[config.mk]
export PLATFORM = sky130hd
export DESIGN_NAME = aff_ctrl
export DESIGN_NICKNAME = d
export VERILOG_FILES = /design/src/aff_pkg.sv /design/src/aff_ctrl.sv /design/src/aff_sync.sv
export SDC_FILE = /design/constraint.sdc
export NUM_CORES = 1
export LEC_CHECK = 0
export BUFFER_PORTS_ARGS = -buffer_cell sky130_fd_sc_hd__buf_2
export CAP_MARGIN = 0
export CORE_ASPECT_RATIO = 1.2
export CORE_MARGIN = 3
export CORE_UTILIZATION = 25
export DETAILED_ROUTE_END_ITERATION = 10
export SLEW_MARGIN = 25
export SYNTH_ARGS = -nofsm -noshare
export SYNTH_HDL_FRONTEND = slang
export SYNTH_SLANG_ARGS = --single-unit
[constraint.sdc]
create_clock -name CORE_CLK -period 2.88 [get_ports CORE_CLK]
set_clock_uncertainty 0.05 [all_clocks]
set_input_delay 0.288 -clock CORE_CLK [delete_from_list [all_inputs] [get_ports CORE_CLK]]
set_output_delay 0.288 -clock CORE_CLK [all_outputs]
set_load 0.05 [all_outputs]
[src/aff_pkg.sv]
package aff_pkg;
  // ---------------------------------------------------------------
  // register map of the controller (own registers, AHB-Lite words)
  // ---------------------------------------------------------------
  localparam logic [7:0] AFF_CTRL_OFS = 8'h00;
  localparam logic [7:0] AFF_WDATA_OFS = 8'h04;
  localparam logic [7:0] AFF_RDATA_OFS = 8'h08;
  localparam logic [7:0] AFF_STAT_OFS = 8'h0C;
  localparam logic [7:0] AFF_CMD_OFS = 8'h10;
  // ctrl bits
  localparam int AFF_CTRL_LEAD_BIT = 0;
  localparam int AFF_CTRL_CHAIN_BIT = 1;
  // cmd codes written to AFF_CMD_OFS
  localparam logic [2:0] AFF_CMD_WRITE = 3'h1;
  localparam logic [2:0] AFF_CMD_READ = 3'h2;
  localparam logic [2:0] AFF_CMD_INIT = 3'h3;
  localparam logic [2:0] AFF_CMD_REPLAY = 3'h4;
  // status bits
  localparam int AFF_STAT_BUSY_BIT = 0;
  localparam int AFF_STAT_EMPTY_BIT = 1;
  localparam int AFF_STAT_FULL_BIT = 2;
  localparam int AFF_STAT_HALF_BIT = 3;
  localparam int AFF_STAT_REFUSED_BIT = 4;
  localparam int AFF_STAT_RVALID_BIT = 5;
  localparam logic [31:0] AFF_CTRL_RST = 32'h00000000;
  localparam int AFF_DW = 9;
  // ---------------------------------------------------------------
  // strobe timing at 50 MHz
  // ---------------------------------------------------------------
  localparam int AFF_CLK_NS = 20;
  localparam int AFF_PULSE_NS = 60;
  localparam int AFF_RECOV_NS = 40;
  localparam int AFF_INIT_NS = 200;
  localparam logic [7:0] AFF_PULSE_CYC = 8'((AFF_PULSE_NS + AFF_CLK_NS - 1) / AFF_CLK_NS);
  localparam logic [7:0] AFF_RECOV_CYC = 8'((AFF_RECOV_NS + AFF_CLK_NS - 1) / AFF_CLK_NS);
  localparam logic [7:0] AFF_INIT_CYC = 8'((AFF_INIT_NS + AFF_CLK_NS - 1) / AFF_CLK_NS);
  typedef enum logic [2:0] {
    AFF_IDLE = 3'b000,
    AFF_WAIT = 3'b001,
    AFF_ACT = 3'b010,
    AFF_RECOV = 3'b011
  } aff_state_t;
endpackage

[src/aff_ctrl.sv]
`timescale 1ns/1ns
module aff_ctrl
  import aff_pkg::*;
(
  input wire logic CORE_CLK, // 50 MHz clock
  input wire logic SRST, // sync reset, active high
  input wire logic HSEL, // ahb select
  input wire logic [31:0] HADDR, // ahb address
  input wire logic [1:0] HTRANS, // ahb transfer type
  input wire logic HWRITE, // ahb direction
  input wire logic [2:0] HSIZE, // ahb size
  input wire logic [31:0] HWDATA, // ahb write data
  input wire logic HREADY, // ahb bus ready
  output logic [31:0] HRDATA, // ahb read data
  output logic HREADYOUT, // ahb slave ready
  output logic HRESP, // ahb response, always okay
  output logic WR_STROBE_N, // device write strobe
  output logic RD_STROBE_N, // device read strobe
  output logic INIT_N, // device reset
  output logic REPLAY_N, // retransmit / first-load pin
  output logic CHAIN_TOKEN_IN_N, // chain input pin drive
  output logic [aff_pkg::AFF_DW-1:0] DATA_IN, // data to device
  input wire logic [aff_pkg::AFF_DW-1:0] DATA_OUT, // data from device
  input wire logic NO_ROOM_N, // full flag
  input wire logic NO_WORDS_N, // empty flag
  input wire logic MIDPOINT_FLAG_N // half-full / chain out
);
  import aff_pkg::*;

  // ---------------------------------------------------------------
  // pin synchronisers
  // ---------------------------------------------------------------
  logic [AFF_DW+2:0] pins_s;
  // chained or width-grouped devices: the flag pins carry the combined flags of the group
  aff_sync #(.W(AFF_DW + 3)) u_sync (
    .clk(CORE_CLK),
    .srst(SRST),
    .d({DATA_OUT, NO_ROOM_N, NO_WORDS_N, MIDPOINT_FLAG_N}),
    .q(pins_s)
  );
  logic full_n;
  logic empty_n;
  logic half_n;
  logic [AFF_DW-1:0] dout_s;
  assign full_n = pins_s[2];
  assign empty_n = pins_s[1];
  assign half_n = pins_s[0];
  assign dout_s = pins_s[AFF_DW+2:3];

  // ---------------------------------------------------------------
  // ahb-lite slave
  // ---------------------------------------------------------------
  logic dp_wr;
  logic [7:0] dp_addr;
  logic [31:0] ctrl;
  logic [AFF_DW-1:0] wdata;
  logic [AFF_DW-1:0] rdata;
  logic refused;
  logic rvalid;
  logic [2:0] cmd;
  logic cmd_pend;
  aff_state_t state;
  logic [7:0] cnt;
  logic next_dp_wr;
  logic [7:0] next_dp_addr;
  logic [31:0] next_ctrl;
  logic [AFF_DW-1:0] next_wdata;
  logic [AFF_DW-1:0] next_rdata;
  logic next_refused;
  logic next_rvalid;
  logic [2:0] next_cmd;
  logic next_cmd_pend;
  logic [31:0] next_hrdata;
  logic busy;
  logic done_cmd;
  logic take_rdata;
  logic refuse_now;

  assign busy = cmd_pend || (state != AFF_IDLE);

  always_comb begin
    next_dp_wr = 1'b0;
    next_dp_addr = dp_addr;
    next_ctrl = ctrl;
    next_wdata = wdata;
    next_rdata = take_rdata ? dout_s : rdata;
    // a refusal seen in the same cycle as a status read still sticks
    next_refused = refused;
    next_rvalid = rvalid || take_rdata;
    next_cmd = cmd;
    next_cmd_pend = cmd_pend && !done_cmd;
    next_hrdata = HRDATA;
    // read data are chosen in the address phase so that they stand during the data phase
    if (HSEL && HREADY && HTRANS[1]) begin
      next_dp_wr = HWRITE;
      next_dp_addr = HADDR[7:0];
      if (!HWRITE) begin
        unique case (HADDR[7:0])
          AFF_CTRL_OFS: next_hrdata = ctrl;
          AFF_WDATA_OFS: next_hrdata = {23'h000000, wdata};
          AFF_RDATA_OFS: next_hrdata = {23'h000000, rdata};
          AFF_STAT_OFS: begin
            next_hrdata = {26'h0000000, rvalid, refused, !half_n, !full_n, !empty_n, busy};
            next_refused = 1'b0;
          end
          default: next_hrdata = 32'h00000000;
        endcase
        if (HADDR[7:0] == AFF_RDATA_OFS) begin
          next_rvalid = 1'b0;
        end
      end
    end
    if (dp_wr) begin
      unique case (dp_addr)
        AFF_CTRL_OFS: next_ctrl = HWDATA;
        AFF_WDATA_OFS: next_wdata = HWDATA[AFF_DW-1:0];
        AFF_CMD_OFS: begin
          if (!busy) begin
            next_cmd = HWDATA[2:0];
            next_cmd_pend = 1'b1;
          end
        end
        default: ;
      endcase
    end
    if (refuse_now) begin
      next_refused = 1'b1;
    end
    if (take_rdata) begin
      next_rvalid = 1'b1;
    end
  end

  always_ff @(posedge CORE_CLK) begin
    if (SRST) begin
      dp_wr <= 1'b0;
      dp_addr <= 8'h00;
      ctrl <= AFF_CTRL_RST;
      wdata <= '0;
      rdata <= '0;
      refused <= 1'b0;
      rvalid <= 1'b0;
      cmd <= 3'h0;
      cmd_pend <= 1'b0;
      HRDATA <= 32'h00000000;
    end else begin
      dp_wr <= next_dp_wr;
      dp_addr <= next_dp_addr;
      ctrl <= next_ctrl;
      wdata <= next_wdata;
      rdata <= next_rdata;
      refused <= next_refused;
      rvalid <= next_rvalid;
      cmd <= next_cmd;
      cmd_pend <= next_cmd_pend;
      HRDATA <= next_hrdata;
    end
  end

  // ---------------------------------------------------------------
  // strobe sequencer
  // ---------------------------------------------------------------
  aff_state_t next_state;
  logic [7:0] next_cnt;
  logic next_wr_n;
  logic next_rd_n;
  logic next_init_n;
  logic next_replay_n;
  logic next_chain_n;
  logic [AFF_DW-1:0] next_din;
  logic chained;

  assign chained = ctrl[AFF_CTRL_CHAIN_BIT];

  always_comb begin
    next_state = state;
    next_cnt = cnt;
    next_wr_n = WR_STROBE_N;
    next_rd_n = RD_STROBE_N;
    next_init_n = INIT_N;
    next_replay_n = REPLAY_N;
    // single device: ground the chain input; chained: drive it high from this controller
    next_chain_n = chained;
    next_din = DATA_IN;
    done_cmd = 1'b0;
    take_rdata = 1'b0;
    refuse_now = 1'b0;
    // first-load level when chained and not replaying
    if (chained && state == AFF_IDLE) begin
      next_replay_n = !ctrl[AFF_CTRL_LEAD_BIT];
    end
    unique case (state)
      AFF_IDLE: begin
        if (cmd_pend) begin
          done_cmd = 1'b1;
          next_cnt = AFF_PULSE_CYC;
          unique case (cmd)
            AFF_CMD_WRITE: begin
              // strobe only while not full, so the device pointer moves
              if (full_n) begin
                next_din = wdata;
                next_wr_n = 1'b0;
                next_state = AFF_ACT;
              end else begin
                refuse_now = 1'b1;
              end
            end
            AFF_CMD_READ: begin
              if (empty_n) begin
                next_rd_n = 1'b0;
                next_state = AFF_ACT;
              end else begin
                refuse_now = 1'b1;
              end
            end
            AFF_CMD_INIT: begin
              // strobes are idle high here, so they stand high around the pulse
              next_init_n = 1'b0;
              next_cnt = AFF_INIT_CYC;
              next_state = AFF_ACT;
            end
            AFF_CMD_REPLAY: begin
              // replay does not exist on a chained device
              if (!chained) begin
                next_replay_n = 1'b0;
                next_state = AFF_ACT;
              end else begin
                refuse_now = 1'b1;
              end
            end
            default: refuse_now = 1'b1;
          endcase
        end
      end
      AFF_WAIT: next_state = AFF_IDLE;
      AFF_ACT: begin
        if (cnt > 8'h01) begin
          next_cnt = cnt - 8'h01;
        end else begin
          // data is sampled before rd rises: the bus floats once rd is high
          if (!RD_STROBE_N) begin
            take_rdata = 1'b1;
          end
          // the device stores the word on this rising edge of wr
          next_wr_n = 1'b1;
          next_rd_n = 1'b1;
          next_init_n = 1'b1;
          next_replay_n = chained ? !ctrl[AFF_CTRL_LEAD_BIT] : 1'b1;
          next_cnt = AFF_RECOV_CYC;
          next_state = AFF_RECOV;
        end
      end
      AFF_RECOV: begin
        // recovery also lets the synchronised flags settle before the next check
        if (cnt > 8'h01) begin
          next_cnt = cnt - 8'h01;
        end else begin
          next_state = AFF_WAIT;
        end
      end
      default: next_state = AFF_IDLE;
    endcase
  end

  always_ff @(posedge CORE_CLK) begin
    if (SRST) begin
      state <= AFF_IDLE;
      cnt <= 8'h00;
      WR_STROBE_N <= 1'b1;
      RD_STROBE_N <= 1'b1;
      INIT_N <= 1'b1;
      REPLAY_N <= 1'b1;
      CHAIN_TOKEN_IN_N <= 1'b0;
      DATA_IN <= '0;
    end else begin
      state <= next_state;
      cnt <= next_cnt;
      WR_STROBE_N <= next_wr_n;
      RD_STROBE_N <= next_rd_n;
      INIT_N <= next_init_n;
      REPLAY_N <= next_replay_n;
      CHAIN_TOKEN_IN_N <= next_chain_n;
      DATA_IN <= next_din;
    end
  end

  assign HREADYOUT = 1'b1;
  assign HRESP = 1'b0;
endmodule // aff_ctrl

[src/aff_sync.sv]
`timescale 1ns/1ns
// two-flop synchroniser for the device's flag pins and data bus
module aff_sync #(parameter int W = 1) (
  input wire logic clk, // clock
  input wire logic srst, // sync reset
  input wire logic [W-1:0] d, // async input
  output logic [W-1:0] q // synchronised
);
  logic [W-1:0] s1;
  logic [W-1:0] next_s1;
  logic [W-1:0] next_q;
  always_comb begin
    next_s1 = d;
    next_q = s1;
  end
  always_ff @(posedge clk) begin
    if (srst) begin
      s1 <= '1;
      q <= '1;
    end else begin
      s1 <= next_s1;
      q <= next_q;
    end
  end
endmodule // aff_sync

* Word-level counts from Yosys, hierarchy flattened
Index checks and enable logic that the tools add are counted.
** Cells by class
- Reductions and logical operators :: 31
- Order comparisons :: 1
- Divide/modulo/power cells :: 0
- Add/subtract/negate cells :: 1
- Muxes and demuxes :: 55
- Shift operators :: 0
- Bitwise operators :: 3
- Equal/unequal tests :: 25
- Multiply operators :: 0
** Operator list (number)
- 32-bit one-hot mux with 4 select lines :: 1
- 1-bit 2-to-1 mux :: 36
- 8-bit 2-to-1 mux :: 3
- 8-bit one-hot mux with 3 select lines :: 1
- 3-bit 2-to-1 mux :: 6
- 8-bit by 3-bit equality test with 1-bit output (second input constant) :: 2
- 8-bit by 4-bit equality test with 1-bit output (second input constant) :: 2
- 8-bit zero test :: 2
- 3-bit by 2-bit equality test with 1-bit output (second input constant) :: 4
- 2-bit by 1-bit != test with 1-bit output (second input constant) :: 6
- 3-bit one-hot mux with 4 select lines :: 1
- 5-bit AND reduction :: 2
- 3-bit one-hot mux with 3 select lines :: 1
- 3-bit AND reduction :: 3
- 8-bit by 5-bit equality test with 1-bit output (second input constant) :: 1
- 8-bit by 1-bit greater-than comparator with 1-bit output (second input constant) :: 1
- 2-bit != test (second input constant) :: 4
- 1-bit one-hot mux with 2 select lines :: 4
- 4-bit AND reduction :: 2
- 8-bit by 1-bit subtractor with 8-bit output (second input constant) :: 1
- 7-bit AND reduction :: 1
- 3-bit by 2-bit != test with 1-bit output (second input constant) :: 2
- 2-bit AND reduction :: 3
- 2-bit nonzero test :: 3
- 13 further kinds :: 24
** Word-level totals
- Output and inout port bits :: 48
- Latch bits :: 0
- ROM bits :: 0
- RAM bits :: 0
- Memories :: 0
- Bits of input ports :: 86
- Flip-flop bits (word level) :: 146

* Longest topological paths before layout
- Depth after elaboration :: 8
- Gate-level depth with buffers :: 7

* Modules after synthesis
Synthesis repeated with hierarchy kept, for this count alone.
** Unflattened totals
- Cells, all modules :: 542
- Area total of the unflattened synthesis :: 5579.1 um2
** By module, submodules not included
- aff_ctrl :: area each 4926.0 um2, times used 1, cells an instance 492
- aff_sync :: area each 653.1 um2, times used 1, cells an instance 50

* Worst setup path after synthesis
OpenSTA, ideal clock, no wires.
- Path type :: reg2reg
- Start point :: register cnt[2]
- End point :: register cnt[0]
- Path slack :: 884 ps
- Stages on the path, launching flop included :: 7
- Setup time :: 135 ps
- Clock period less this slack :: 1996 ps
- Buffers on the path :: 2
- Data arrival time :: 1811 ps
- Cells stage by stage :: dfxtp_1 or4_4 buf_6 or4_4 buf_6 a31oi_1 a21oi_1
** Between the ends
- Cells in the longest elaborated chain, start to end :: 3
- Elaborated cells on any way between the ends :: 5
** Ends and longest elaborated chain
- from (decl) :: line aff_ctrl.sv:63 : logic [7:0] cnt;
- from (signal assigned) :: line aff_ctrl.sv:277 : cnt <= next_cnt;
- 8-bit by 1-bit greater-than comparator with 1-bit output * :: line aff_ctrl.sv:237, aff_ctrl.sv:255
- 8-bit 2-to-1 mux or 2-bit != test (tied branches)
- 8-bit one-hot mux with 3 select lines or 3-bit AND reduction (tied branches)
Mark *: on every way between the ends. The rest lies on a longest branch, timed or not.
A chain may end at the register's enable or synchronous reset.

* Worst setup path after layout
- Start point :: register dp_addr[5]
- End point :: register ctrl[18]
** Between the ends
- Cells in the longest elaborated chain, start to end :: 2
** Ends and longest elaborated chain
- from (decl) :: line aff_ctrl.sv:54 : logic [7:0] dp_addr;
- from (signal assigned) :: line aff_ctrl.sv:148 : dp_addr <= next_dp_addr;
- 8-bit zero test :: line aff_ctrl.sv:114 : unique case (dp_addr)
- 2-bit AND reduction (no line)
- to (signal assigned) :: line aff_ctrl.sv:149 : ctrl <= next_ctrl;
- to (decl) :: line aff_ctrl.sv:55 : logic [31:0] ctrl;
No other way between the ends.

==> run summary <==
Core box area: 21,800 µm²
Max cap viols: 0
First-pass GRT wire length: 22,500 µm
Final nets: 754
Largest net degree at the start of global routing: 70
Clk slew on worst S/H paths: 0.06 ns
Vias per inst: 4.54
Final setup viols: 0
Worst hold slack: 0.0183 ns
Vias in the first global route: 4,254
GRT Util Overall: 0.118
Worst-Skew Late Latency: 0.42 ns
Yosys cell types: 53
Clock Tree Buf Depth: 2
Num rows: 59
I/O Buffers: 103
DR DRC count: 0
Final hold vios: 0
Pre-CTS setup slack: 0.612 ns
Commonest non-fill, non-tap cell in the layout: dfxtp_1
Initial antenna violation count: 2
Period utilization: 0.772
Cell area after layout: 6990 µm²
Die Wd: 142 µm
Die Area: 24,100 µm²
RSZ-0062 raised after global routing: no
Initial Util: 0.255
CP Class: flop to flop
Top FF cell, synth: dfxtp_1
Fin util: 0.321
Mapped Nets: 648
Detail Route Antenna Nets: 0
Root Buffer: clkbuf_16
Routed WL: 14,000 µm
Layout cell share with drive strength beyond 1: 0.238
Max-slew violations: 0
Yosys warns: 0
Crit path capture type: flop
HPWL after DPL: 9770 µm
Worst EP required: 3.11 ns
RePlAce Congestion: 0.749
Fin worst setup slack: 0.657 ns
Detailed Route Iter0 Violations: 200
Most frequent cells in the layout: dfxtp_1, buf_2, nor2_1
Worst vdd rail ir drop: 447 µV
TritonCTS clock tree: done
Status: finished clean
Area Growth Syn to Fin: 25.7%
Clk sinks: 145
Vias: 4,319
Fmax achieved: 450 MHz
Post-route minimum period: 2.22 ns
IO Pins: 134
DRT Pass-1 Iters: 4
EDFF count, synth: 0
Setup TNS: 0 ns
Synthesized area: 5560 µm²
Ys async rst share: 0
Slew @ Worst Pin: 0.718 ns
Cts bufs inserted: 17
Die height: 169 µm
CP Data Arrival Time: 2.46 ns
CTS HTree Levels: 4
Peak fanout along the critical path: 22
WL/cell: 14.7 µm
Hold crit path type: input port to flop
Worst setup SP type: flop
Static Leak: 0.00278 µW
Slew headroom: 0.521
Sequential area share after synthesis: 0.522
Gr ovfl total: 0
Synthesized area per cell: 9.98 µm²
Synth Instances: 557
Register bit total from synthesis: 145
Post-placement cell area: 6330 µm²
PD cells: 620 nW/µm²
# Post-CTS Setup Buffers: 0
## sequential cells by signal, indices dropped and copies added (netlist names), 2 cells and up
register       count
DATA_IN            9
rdata              9
wdata              9
cnt                8
HRDATA            32
state              2
u_sync.q          12
u_sync.next_q     12
cmd                3
ctrl              32
dp_addr            8
## area by class of cell
type | count | area (µm²)
Clock inverter | 13 | 114
Clock buffer | 19 | 433
Inverter | 16 | 60.1
Antenna cell | 1 | 2.50
Tap cell | 274 | 343
Fill cell | 2287 | 14800
Multi-Input combinational cell | 357 | 2410
Sequential cell | 145 | 2900
Timing Repair Buffer | 126 | 718
## timing repair
| action | CTS | global route |
|---|---|---|
| hold endpoints to repair | 11 | 0 |
| resized for setup | 0 | 0 |
| hold buffers | 11 | 0 |
## worst paths after layout
path	startpoint	to	slack, ns	cells past startpoint
max	dp_addr[5]$_SDFFE_PP0P_	ctrl[18]$_SDFFE_PP0P_	0.66	5
min reg2reg	u_sync.next_q[4]$_SDFF_PP1_	u_sync.q[4]$_SDFF_PP1_	0.36	1
min	DATA_OUT[7]	u_sync.next_q[10]$_SDFF_PP1_	0.02	2
max reg2reg	dp_addr[5]$_SDFFE_PP0P_	ctrl[18]$_SDFFE_PP0P_	0.66	5
## critical path: stages (launching register included)
cell and delay (ns):
dfxtp_1 0.31, nor4b_1 0.60, nor4bb_4 0.41, buf_4 0.41, mux2i_1 0.24, nor2_1 0.05
## cells by family after synthesis
logic type | share of synthesized area
other | 0.00135
adders and majority gates | 0.0113
xor gates and xnor gates | 0.00158
AOI/OAI and AO/OA | 0.136
and+or+nand+nor | 0.165
muxes | 0.116
buffers and inverters | 0.0461
DFF | 0.522
## power by group
group | switching, µW | internal [µW]
clock network | 860 | 1190
logic | 139 | 95.1
registers | 14.6 | 2030
total | 1010 | 3310
## per-stage QoR
| stage | instances | power [µW] |
|---|---|---|
| floorplan | 557 | 2230 |
| finish | 951 | 4330 |
| global placement | 907 | 2320 |
| CTS | 950 | 4390 |
| global route | 951 | 4510 |
| detailed placement | 907 | 2320 |
## Yosys cell counts, types with 4 or more instances
library cell,count,share of area
mux4_2,6,0.024
nand2_1,43,0.029
or4_4,4,0.0081
inv_1,15,0.010
buf_6,4,0.0081
a21oi_1,36,0.032
clkbuf_1,27,0.018
or2_1,24,0.027
a31oi_1,5,0.0056
nor4_1,4,0.0045
a22o_1,23,0.036
nor2_1,59,0.040
o32ai_1,5,0.0079
o21ai_1,11,0.0099
nand3_1,21,0.019
mux2i_1,50,0.090
buf_4,5,0.0068
dfxtp_1,145,0.52
ha_1,5,0.011
a22oi_1,9,0.012
o31ai_1,4,0.0054
## layer usage
| metal | GRT usage | share of wire |
|---|---|---|
| met1 | 0.152 | 0.46 |
| met2 | 0.182 | 0.46 |
| met3 | 0.0423 | 0.065 |
| met4 | 0.0405 | 0.015 |
| met5 | 0 | 0.00093 |
Power figures use the tool's default switching activity.
